`config.mk`:
```
export PLATFORM = sky130hd
export DESIGN_NAME = stc_regs
export DESIGN_NICKNAME = d
export VERILOG_FILES = /design/src/stc_pkg.sv /design/src/stc_regs.sv /design/src/stc_tick_gen.sv
export VERILOG_INCLUDE_DIRS = /design/src
export SDC_FILE = /design/constraint.sdc
export NUM_CORES = 1
export LEC_CHECK = 0
export BUFFER_PORTS_ARGS = -buffer_cell sky130_fd_sc_hd__buf_2
export CAP_MARGIN = 20
export CORE_ASPECT_RATIO = 0.8
export CORE_MARGIN = 3
export CORE_UTILIZATION = 30
export CTS_BUF_LIST = sky130_fd_sc_hd__clkbuf_16
export CTS_CLUSTER_DIAMETER = 50
export CTS_CLUSTER_SIZE = 24
export DETAILED_ROUTE_END_ITERATION = 16
export REMOVE_ABC_BUFFERS = 1
export SYNTH_ARGS = -nofsm -noshare
export SYNTH_HDL_FRONTEND = slang
export SYNTH_SLANG_ARGS = --single-unit
```
`constraint.sdc`:
```
create_clock -name ref_clk -period 2.72 [get_ports ref_clk]
set_clock_uncertainty 0.1 [all_clocks]
set_input_delay 0.272 -clock ref_clk [delete_from_list [all_inputs] [get_ports ref_clk]]
set_output_delay 0.272 -clock ref_clk [all_outputs]
set_load 0.02 [all_outputs]
```
`src/stc_params.svh`:
```
// Purpose: Offsets, fields, reset values and timing counts for the
//          system timer and counter register group.
// Assumes: 100 MHz ref_clk; 25 MHz tick made by dividing it.
// Notes:   Included by the package user files only.
`ifndef STC_PARAMS_SVH
`define STC_PARAMS_SVH
`define STC_OFS_TMR_CFG 8'h8c
`define STC_OFS_GPT_COUNT 8'h90
`define STC_OFS_HW_ORDER 8'h98
`define STC_OFS_FREE 8'h9c
`define STC_OFS_DROP 8'ha0
`define STC_OFS_INT_STS 8'hb0
`define STC_OFS_INT_MASK 8'hb4
`define STC_RUN_BIT 29
`define STC_PRELOAD_RST 16'hffff
`define STC_ORDER_SWAP 32'hffffffff
`define STC_INT_TIMER 0
`define STC_INT_DROP 1
`define STC_CLK_NS 10
`define STC_TICK_NS 40
`define STC_TICK_DIV (`STC_TICK_NS / `STC_CLK_NS)
`define STC_CLEAR_NS 160
`endif

```
`src/stc_pkg.sv`:
```
// Purpose: Types shared by the timer and counter register group.
// Assumes: Nothing beyond the header.
// Notes:   Types only; numbers live in the header.
package stc_pkg;
  typedef enum logic [1:0] {
    stc_half_none,
    stc_half_low,
    stc_half_high
  } stc_half_t;
endpackage

```
`src/stc_regs.sv`:
```
// Purpose: Host registers for the general purpose timer, halfword order,
//          free tick counter and dropped-frame counter.
// Assumes: Plain register port; read data one cycle after read strobe.
// Notes:   bus16 selects 16-bit host mode, a1 is host address bit 1.
//
// Design decision made here: the address-and-strobe port.
`timescale 1ns/1ps
`include "stc_params.svh"
module stc_regs (
  input wire logic ref_clk,
  input wire logic rst,
  input wire logic [7:0] addr,
  input wire logic [31:0] wdata,
  input wire logic wr,
  input wire logic rd,
  output logic [31:0] rdata,
  input wire logic bus16,
  input wire logic a1,
  input wire logic [15:0] host_wdata16,
  output logic [15:0] host_rdata16,
  input wire logic [31:0] tx_word,
  output logic [15:0] tx_first_half,
  output logic [15:0] tx_second_half,
  input wire logic [15:0] rx_first_half,
  input wire logic [15:0] rx_second_half,
  output logic [31:0] rx_word,
  input wire logic frame_dropped,
  output logic irq
);
  logic tick;
  logic run;
  logic [15:0] preload;
  logic [15:0] count;
  logic [31:0] hw_order;
  logic [31:0] free_cnt;
  logic [31:0] free_latch;
  logic free_latched;
  logic [31:0] drop_cnt;
  logic [1:0] int_sts;
  logic [1:0] int_mask;
  logic [1:0] next_sts;
  logic timer_evt;
  logic drop_evt;
  logic wr_cfg;
  logic rd_drop;
  logic rd_free;
  stc_pkg::stc_half_t half;

  stc_tick_gen i_stc_tick_gen (
    .ref_clk(ref_clk),
    .rst(rst),
    .tick(tick)
  );

  // Picks which word half a 16-bit access addresses
  function automatic stc_pkg::stc_half_t half_sel(
    input logic b16,
    input logic addr1,
    input logic [31:0] order
  );
    if (!b16) begin
      half_sel = stc_pkg::stc_half_none;
    end else if (order == `STC_ORDER_SWAP) begin
      half_sel = addr1 ? stc_pkg::stc_half_low
                       : stc_pkg::stc_half_high;
    end else begin
      half_sel = addr1 ? stc_pkg::stc_half_high
                       : stc_pkg::stc_half_low;
    end
  endfunction

  assign half = half_sel(bus16, a1, hw_order);
  assign wr_cfg = wr && (addr == `STC_OFS_TMR_CFG);
  assign rd_drop = rd && (addr == `STC_OFS_DROP);
  assign rd_free = rd && (addr == `STC_OFS_FREE);

  // Run enable and preload
  always_ff @(posedge ref_clk) begin
    if (rst) begin
      run <= 1'b0;
      preload <= `STC_PRELOAD_RST;
    end else if (wr_cfg) begin
      run <= wdata[`STC_RUN_BIT];
      if (run && !wdata[`STC_RUN_BIT]) begin
        preload <= `STC_PRELOAD_RST;
      end else begin
        preload <= wdata[15:0];
      end
    end
  end

  // Down counter with reload at zero
  always_ff @(posedge ref_clk) begin
    if (rst) begin
      count <= `STC_PRELOAD_RST;
    end else if (wr_cfg && !run && wdata[`STC_RUN_BIT]) begin
      count <= wdata[15:0];
    end else if (run && tick) begin
      if (count == 16'h0000) begin
        count <= preload;
      end else begin
        count <= count - 16'h0001;
      end
    end
  end

  assign timer_evt = run && tick && (count == 16'h0000);

  // Halfword order register
  always_ff @(posedge ref_clk) begin
    if (rst) begin
      hw_order <= 32'h0000_0000;
    end else if (wr && addr == `STC_OFS_HW_ORDER) begin
      hw_order <= wdata;
    end
  end

  // Free tick counter, ungated
  always_ff @(posedge ref_clk) begin
    if (rst) begin
      free_cnt <= 32'h0000_0000;
    end else if (tick) begin
      free_cnt <= free_cnt + 32'h0000_0001;
    end
  end

  // First 16-bit read latches the whole count, second uses it
  always_ff @(posedge ref_clk) begin
    if (rst) begin
      free_latch <= 32'h0000_0000;
      free_latched <= 1'b0;
    end else if (rd_free && bus16) begin
      if (!free_latched) begin
        free_latch <= free_cnt;
      end
      free_latched <= !free_latched;
    end
  end

  // Dropped-frame tally; a drop beside the clearing read is kept
  always_ff @(posedge ref_clk) begin
    if (rst) begin
      drop_cnt <= 32'h0000_0000;
    end else if (rd_drop) begin
      drop_cnt <= {31'h0, frame_dropped};
    end else if (frame_dropped) begin
      drop_cnt <= drop_cnt + 32'h0000_0001;
    end
  end

  assign drop_evt = frame_dropped && !rd_drop &&
                    (drop_cnt == 32'h7fff_ffff);

  // Sticky status, write one to clear, set wins
  always_comb begin
    next_sts = int_sts;
    if (wr && addr == `STC_OFS_INT_STS) begin
      next_sts = int_sts & ~wdata[1:0];
    end
    next_sts[`STC_INT_TIMER] = next_sts[`STC_INT_TIMER] | timer_evt;
    next_sts[`STC_INT_DROP] = next_sts[`STC_INT_DROP] | drop_evt;
  end

  always_ff @(posedge ref_clk) begin
    if (rst) begin
      int_sts <= 2'h0;
    end else begin
      int_sts <= next_sts;
    end
  end

  always_ff @(posedge ref_clk) begin
    if (rst) begin
      int_mask <= 2'h0;
    end else if (wr && addr == `STC_OFS_INT_MASK) begin
      int_mask <= wdata[1:0];
    end
  end

  assign irq = |(int_sts & int_mask);

  // Register read, data in the following cycle
  always_ff @(posedge ref_clk) begin
    if (rst) begin
      rdata <= 32'h0000_0000;
    end else if (rd) begin
      unique case (addr)
        `STC_OFS_TMR_CFG: rdata <= {2'h0, run, 13'h0, preload};
        `STC_OFS_GPT_COUNT: rdata <= {16'h0, count};
        `STC_OFS_HW_ORDER: rdata <= hw_order;
        `STC_OFS_FREE: rdata <= (bus16 && free_latched) ?
                                free_latch : free_cnt;
        `STC_OFS_DROP: rdata <= drop_cnt;
        `STC_OFS_INT_STS: rdata <= {30'h0, int_sts};
        `STC_OFS_INT_MASK: rdata <= {30'h0, int_mask};
        default: rdata <= 32'h0000_0000;
      endcase
    end else begin
      rdata <= 32'h0000_0000;
    end
  end

  // 16-bit lane view of the read data for a narrow host
  always_ff @(posedge ref_clk) begin
    if (rst) begin
      host_rdata16 <= 16'h0000;
    end else begin
      unique case (half)
        stc_pkg::stc_half_high: host_rdata16 <= rdata[31:16];
        stc_pkg::stc_half_low: host_rdata16 <= rdata[15:0];
        stc_pkg::stc_half_none: host_rdata16 <= 16'h0000;
      endcase
    end
  end

  // Fixed network word order, independent of host order
  always_ff @(posedge ref_clk) begin
    if (rst) begin
      tx_first_half <= 16'h0000;
      tx_second_half <= 16'h0000;
      rx_word <= 32'h0000_0000;
    end else begin
      tx_first_half <= tx_word[15:0];
      tx_second_half <= tx_word[31:16];
      rx_word <= {rx_second_half, rx_first_half};
    end
  end
endmodule // stc_regs

```
`src/stc_tick_gen.sv`:
```
// Purpose: Makes a one-cycle pulse at the 25 MHz tick rate.
// Assumes: ref_clk at 100 MHz.
// Notes:   Never gated by any power state.
`timescale 1ns/1ps
`include "stc_params.svh"
module stc_tick_gen (
  input wire logic ref_clk,
  input wire logic rst,
  output logic tick
);
  localparam logic [3:0] DIV_LAST = 4'(`STC_TICK_DIV - 1);
  logic [3:0] div;

  // Free-running divider feeding the counters
  always_ff @(posedge ref_clk) begin
    if (rst) begin
      div <= 4'h0;
    end else if (div == DIV_LAST) begin
      div <= 4'h0;
    end else begin
      div <= div + 4'h1;
    end
  end

  assign tick = (div == DIV_LAST);
endmodule // stc_tick_gen

```
==> impl_metrics.env, run 1 <==
export IMPL_outcome="complete, no violations"
export IMPL_yosysUniqueCellTypes=65
export IMPL_rrSetupSlack_ns=0.28
export IMPL_clkTransAtPathRegs_ns=0.08
export IMPL_io_pins=240
export IMPL_cp_max_fo=17
export IMPL_power_switching_uw=2237
export IMPL_fin_util=0.4069
export IMPL_hp_class="in -> reg"
export IMPL_finalHoldViolations=0
export IMPL_synth_seq_area_share=0.4800
export IMPL_grt_pass1_vias=10620
export IMPL_holdPathEnd="rdata[1]"
export IMPL_nets=1824
export IMPL_hpwl_um=26460
export IMPL_cp_data_arrival_time_ns=2.99
export IMPL_switching_share=0.2554
export IMPL_p_per_area_mw_per_mm2=560.0
export IMPL_hp_start="rd"
export IMPL_clock_root_buffer="clkbuf_16"
export IMPL_syn_to_final_growth_pct=32.98
export IMPL_cts_buffers_inserted=27
export IMPL_final_antenna_net_count=0
export IMPL_ys_warn_count=0
export IMPL_antenna_found_initial=1
export IMPL_power_share_sequential=0.481
export IMPL_wl_per_cell_um=17.21
export IMPL_synth_seq_cells=282
export IMPL_tns_ns=0
export IMPL_grt_max_degree=77
export IMPL_end_kind="flop"
export IMPL_cts_buffer_depth=3
export IMPL_first_pass_iters=5
export IMPL_intPower_uw=6522
export IMPL_die_x_um=227.4
export IMPL_p_comb_frac=0.065
export IMPL_layout_commonest_cell="dfxtp_1"
export IMPL_vias=11140
export IMPL_cp_required_ns=3.14
export IMPL_syn_inst=1372
export IMPL_holdWs_ns=0.04377
export IMPL_grt_total_usage=0.1775
export IMPL_cts_tree="built"
export IMPL_power_uw=8759
export IMPL_floorplan_initialDensity=0.3060
export IMPL_die_h_um=183.1
export IMPL_rsz0062_at_grt="no"
export IMPL_drv_cap=0
export IMPL_gp_congestion=0.8919
export IMPL_reg2reg_depth=5
export IMPL_regToRegStartpoint="count[6]"
export IMPL_layout_common_cells="dfxtp_1 (282), buf_2 (222), nand2_1 (195)"
export IMPL_port_buffers=223
export IMPL_min_path_cells=4
export IMPL_dieArea_mm2=0.04163
export IMPL_fin_crit_ns=2.576
export IMPL_fmax_ghz=0.3883
export IMPL_grt_ovfl_total=0
export IMPL_synthFlopType="dfxtp_1"
export IMPL_synth_edf_count=0
export IMPL_clkPwrFrac=0.454
export IMPL_syn_area_mm2=0.01176
export IMPL_viasPerCell=5.044
export IMPL_clk_latency_ns=0.57
export IMPL_max_slew_margin_rel=0.3123
export IMPL_r2r_end="int_sts[0]"
export IMPL_wirelength_um=38020
export IMPL_leakage_uw=0.006003
export IMPL_drc=0
export IMPL_setup_viol=0
export IMPL_clock_sinks=282
export IMPL_fin_crit_sh=0.9469
export IMPL_grt_pass1_wl_um=59020
export IMPL_num_rows=64
export IMPL_irDropWorstVdd_v=0.0005064
export IMPL_max_slew_worst_pin_slew_ns=1.031
export IMPL_drive_gt1_frac=0.2084
export IMPL_startpoint_type="primary input"
export IMPL_synthArstFlopShare=0
export IMPL_critical_path_class="in -> reg"
export IMPL_htreeDepth=1
export IMPL_postSynthAreaPerCell_um2=8.572
export IMPL_final_max_slew_violation_count=0
export IMPL_drtIter0Drc=1148
export IMPL_coreArea_mm2=0.03844
## repair_timing
action | 4_1_cts | 5_1_grt
endpoints found under the hold margin | 136 | 0
resized for setup | 0 | 1
buffers inserted | 0 | 1
hold buffers | 122 | 0
setup endpoints to repair | 0 | 3
## stage by stage
| stage | cells | instance area [um^2] | setup WS [ns] |
|---|---|---|---|
| global placement | 2035 | 13450 | 0.4648 |
| finish | 2209 | 15640 | 0.1445 |
| detailed placement | 2035 | 13450 | 0.4266 |
| global route | 2209 | 15640 | 0.03335 |
| CTS | 2207 | 15620 | 0.1060 |
| floorplan | 1272 | 11340 | -0.1575 |
## power groups by stage
stage	Combinational [uW]	Sequential [uW]	Clock [uW]
floorplan	106	4370	0
global placement	421	4300	0
detailed placement	430	4310	0
CTS	557	4210	4090
global route	613	4220	4280
finish	567	4210	3980
## registers in the layout (all words and copies together), names as in the netlist
name	flops
drop_cnt	32
free_cnt	32
free_latch	32
hw_order	32
rdata	32
rx_word	32
count	16
host_rdata16	16
preload	16
tx_first_half	16
tx_second_half	16
i_stc_tick_gen.div	4
int_mask	2
int_sts	2
free_latched	1
run	1
## worst max-delay path by stage
stage                        from             end  slack, ns  depth (start not counted)
after floorplan           addr[1]   free_latch[0]      -0.16                          5
after global placement    addr[1]  free_latch[20]       0.46                          7
after detailed placement  addr[1]  free_latch[10]       0.43                          7
after CTS                 addr[1]             run       0.11                         10
after global routing      addr[0]             run       0.03                         10
final                     addr[0]             run       0.14                         10
## metal layers
| layer | vias to the layer above | routed length, um | GRT usage |
|---|---|---|---|
| met3 | 61 | 3210 | 0.04577 |
| met4 | 0 | 967 | 0.04441 |
| met5 | - | 0 | 0 |
| met1 | 5239 | 17880 | 0.2593 |
| li1 | 5405 | - | - |
| met2 | 437 | 15960 | 0.2604 |
## critical path, cell delays in order
cell	delay [ns]
dlygate4sd3_1	0.53
buf_2	0.15
nor4b_4	0.38
and3_1	0.22
buf_4	0.25
and2_1	0.16
buf_4	0.25
nand2_1	0.08
a21oi_1	0.13
dlygate4sd3_1	0.55
## final cells by class
class	count	area (um^2)
sequential	282	5645
fill	3820	22800
timing repair buffer	391	2714
inverter	7	26.28
clock buffer	27	675.6
antenna	1	2.502
tap	495	619.3
multi-input combinational	983	5677
clock inverter	23	280.3
## kinds of logic after synthesis
kind of cell	share of synthesized area
AND/OR/NAND/NOR	0.2598
flip-flops	0.4800
AO/OA/AOI/OAI	0.1400
buffers and inverters	0.03787
XOR/XNOR	0.05213
multiplexers	0.02489
adder cells (fa/ha/maj)	0.005319
## Yosys cell counts (6+ instances only)
cell,number,area share
a21oi_1,153,0.065
nor2b_1,68,0.036
or4_1,6,0.0038
xor2_1,46,0.034
a221oi_1,23,0.017
dfxtp_1,282,0.48
and4_1,8,0.0060
nand2_1,195,0.062
a22oi_1,16,0.010
nand4_1,30,0.016
mux2i_1,9,0.0077
xnor2_1,24,0.018
o21ai_0,44,0.019
nand3_1,79,0.034
nor2_1,114,0.036
o21bai_1,16,0.010
nor4_1,14,0.0074
and3_1,10,0.0053
mux2_2,18,0.017
inv_1,7,0.0022
or3_1,6,0.0032
nor3_1,30,0.013
buf_2,25,0.011
clkbuf_1,69,0.022
Note: power is estimated with default switching activity, not from simulation.
==> run 2, diff against run 1 <==
--- a/config.mk
+++ b/config.mk
@@ -9,12 +9,12 @@
 export BUFFER_PORTS_ARGS = -buffer_cell sky130_fd_sc_hd__buf_2
 export CAP_MARGIN = 20
 export CORE_ASPECT_RATIO = 0.8
-export CORE_MARGIN = 3
 export CORE_UTILIZATION = 30
 export CTS_BUF_LIST = sky130_fd_sc_hd__clkbuf_16
 export CTS_CLUSTER_DIAMETER = 50
 export CTS_CLUSTER_SIZE = 24
 export DETAILED_ROUTE_END_ITERATION = 16
+export RECOVER_POWER = 100
 export REMOVE_ABC_BUFFERS = 1
 export SYNTH_ARGS = -nofsm -noshare
 export SYNTH_HDL_FRONTEND = slang
==> impl_metrics.env, run 2 (synthesis results as in run 1) <==
export IMPL_met1_usage=0.2688
export IMPL_num_rows=64
export IMPL_outcome="complete, but fails checks"
export IMPL_fmax_ghz=0.3930
export IMPL_layout_common_cells="dfxtp_1 (282), nand2_1 (195), a21oi_1 (153)"
export IMPL_setup_viol=0
export IMPL_finalHoldViolations=0
export IMPL_crit_slowest_cell="dlygate4sd3_1"
export IMPL_drv_cap=1
export IMPL_drive_gt1_frac=0.1418
export IMPL_die_h_um=179.1
export IMPL_crit_family="buffers and inverters"
export IMPL_cp_max_fo=17
export IMPL_cp_required_ns=3.09
export IMPL_antenna_found_initial=2
export IMPL_violations="max-capacitance violations, max-slew violations"
export IMPL_htreeDepth=1
export IMPL_crit_chain="dlygate4sd3_1 > buf_2 > nor4b_4 > and3_1 > clkbuf_2 > and2_1 > clkbuf_2 > nand2_1 > a21oi_1"
export IMPL_wl_per_cell_um=17.45
export IMPL_startpoint_type="primary input"
export IMPL_busiest_layer="met2"
export IMPL_clkTransAtPathRegs_ns=0.06
export IMPL_holdWs_ns=0.03218
export IMPL_final_antenna_net_count=0
export IMPL_irDropWorstVdd_v=0.0004379
export IMPL_rsz0062_at_grt="no"
export IMPL_drc=0
export IMPL_port_buffers=223
export IMPL_cp_data_arrival_time_ns=2.91
export IMPL_grt_max_degree=80
export IMPL_fin_crit_ns=2.545
export IMPL_grt_pass1_wl_um=58380
export IMPL_fin_crit_sh=0.9356
export IMPL_leakage_uw=0.005419
export IMPL_final_cells=2188
export IMPL_end_kind="flop"
export IMPL_nets=1802
export IMPL_cts_buffer_depth=3
export IMPL_die_x_um=223.4
export IMPL_use_met2=0.2706
export IMPL_vias=11230
export IMPL_place_ws_ns=0.3592
export IMPL_clk_latency_ns=0.56
export IMPL_io_pins=240
export IMPL_hpwl_um=26170
export IMPL_design_area_mm2=0.01525
export IMPL_coreArea_mm2=0.03844
export IMPL_fin_util=0.3966
export IMPL_syn_to_final_growth_pct=29.63
export IMPL_setup_slack_ns=0.1752
export IMPL_dp_cells=2032
export IMPL_layout_commonest_cell="dfxtp_1"
export IMPL_p_per_area_mw_per_mm2=582.2
export IMPL_clock_sinks=282
export IMPL_cts_tree="built"
export IMPL_grt_total_usage=0.1841
export IMPL_grt_ovfl_total=0
export IMPL_wirelength_um=38180
export IMPL_max_slew_margin_rel=-0.01512
export IMPL_gp_congestion=0.9256
export IMPL_cp_common_cell="clkbuf_2"
export IMPL_cts_buffers_inserted=29
export IMPL_crit_buf_inv=4
export IMPL_clock_root_buffer="clkbuf_16"
export IMPL_gr_usage_met3=0.04277
export IMPL_hp_class="in -> reg"
export IMPL_first_pass_iters=6
export IMPL_postCtsSetupRepairBufs=0
export IMPL_grt_pass1_vias=10280
export IMPL_crit_path_max_incr_delay_ns=0.54
export IMPL_dieArea_mm2=0.04000
export IMPL_critical_path_class="in -> reg"
export IMPL_final_max_slew_violation_count=80
export IMPL_placed_cell_area_mm2=0.01342
export IMPL_floorplan_initialDensity=0.3060
export IMPL_max_slew_worst_pin_slew_ns=1.523
export IMPL_viasPerCell=5.134
export IMPL_drtIter0Drc=1075
run 2: cell count changes in the layout (fill, tap and decap cells not counted), moves of 4 or more:
cell,delta
buf_4,-13
clkbuf_2,+8
clkinv_8,-5
buf_2,-112
clkinv_2,+5
dlygate4sd3_1,-21
inv_6,-4
clkbuf_1,+114
run 2: metrics by stage:
stage / total power (uW) / setup TNS, ns
6_report: 8877 / 0
2_1_floorplan: 4475 / -5.039
3_3_place_gp: 4724 / 0
5_1_grt: 9187 / 0
3_5_place_dp: 4733 / 0
4_1_cts: 8984 / 0
run 2: layout make-up:
type | instances | area (um^2)
timing repair buffer | 367 | 2310
fill | 3902 | 23190
antenna | 1 | 2.502
multi-input combinational | 983 | 5660
sequential | 282 | 5645
tap | 495 | 619.3
clock inverter | 24 | 256.5
clock buffer | 29 | 725.7
inverter | 7 | 26.28
run 2: per-layer routing:
layer | wire length, um | part of all wire
met5 | 0 | 0
met4 | 860 | 0.023
met3 | 3335 | 0.087
met2 | 16070 | 0.42
met1 | 17920 | 0.47
run 2: what timing repair did:
item | in CTS | in global routing
resized for setup | 0 | 0
hold buffers | 101 | 0
hold endpoints to repair | 137 | 0
run 2: worst reg2reg max path, delay by kind of cell (launching register included):
| family | cells | cell delay (ns) |
|---|---|---|
| flops | 1 | 0.36 |
| buf+inv | 1 | 0.32 |
| simple gates | 3 | 1.28 |
| compound gates | 2 | 0.30 |
run 2: path summary, 6_finish.rpt:
path | from | end | slack, ns | depth (start not counted)
max | addr[0] | run | 0.18 | 9
min reg2reg | free_latch[26] | free_latch[26] | 0.35 | 2
max reg2reg | hw_order[3] | host_rdata16[2] | 0.27 | 6
min | addr[1] | rdata[0] | 0.03 | 4
run 2: where the power goes:
group | switching (uW) | internal (uW) | total [uW]
logic | 287 | 246 | 533
registers | 25.7 | 4190 | 4210
clock network | 1830 | 2300 | 4130
total | 2150 | 6730 | 8880
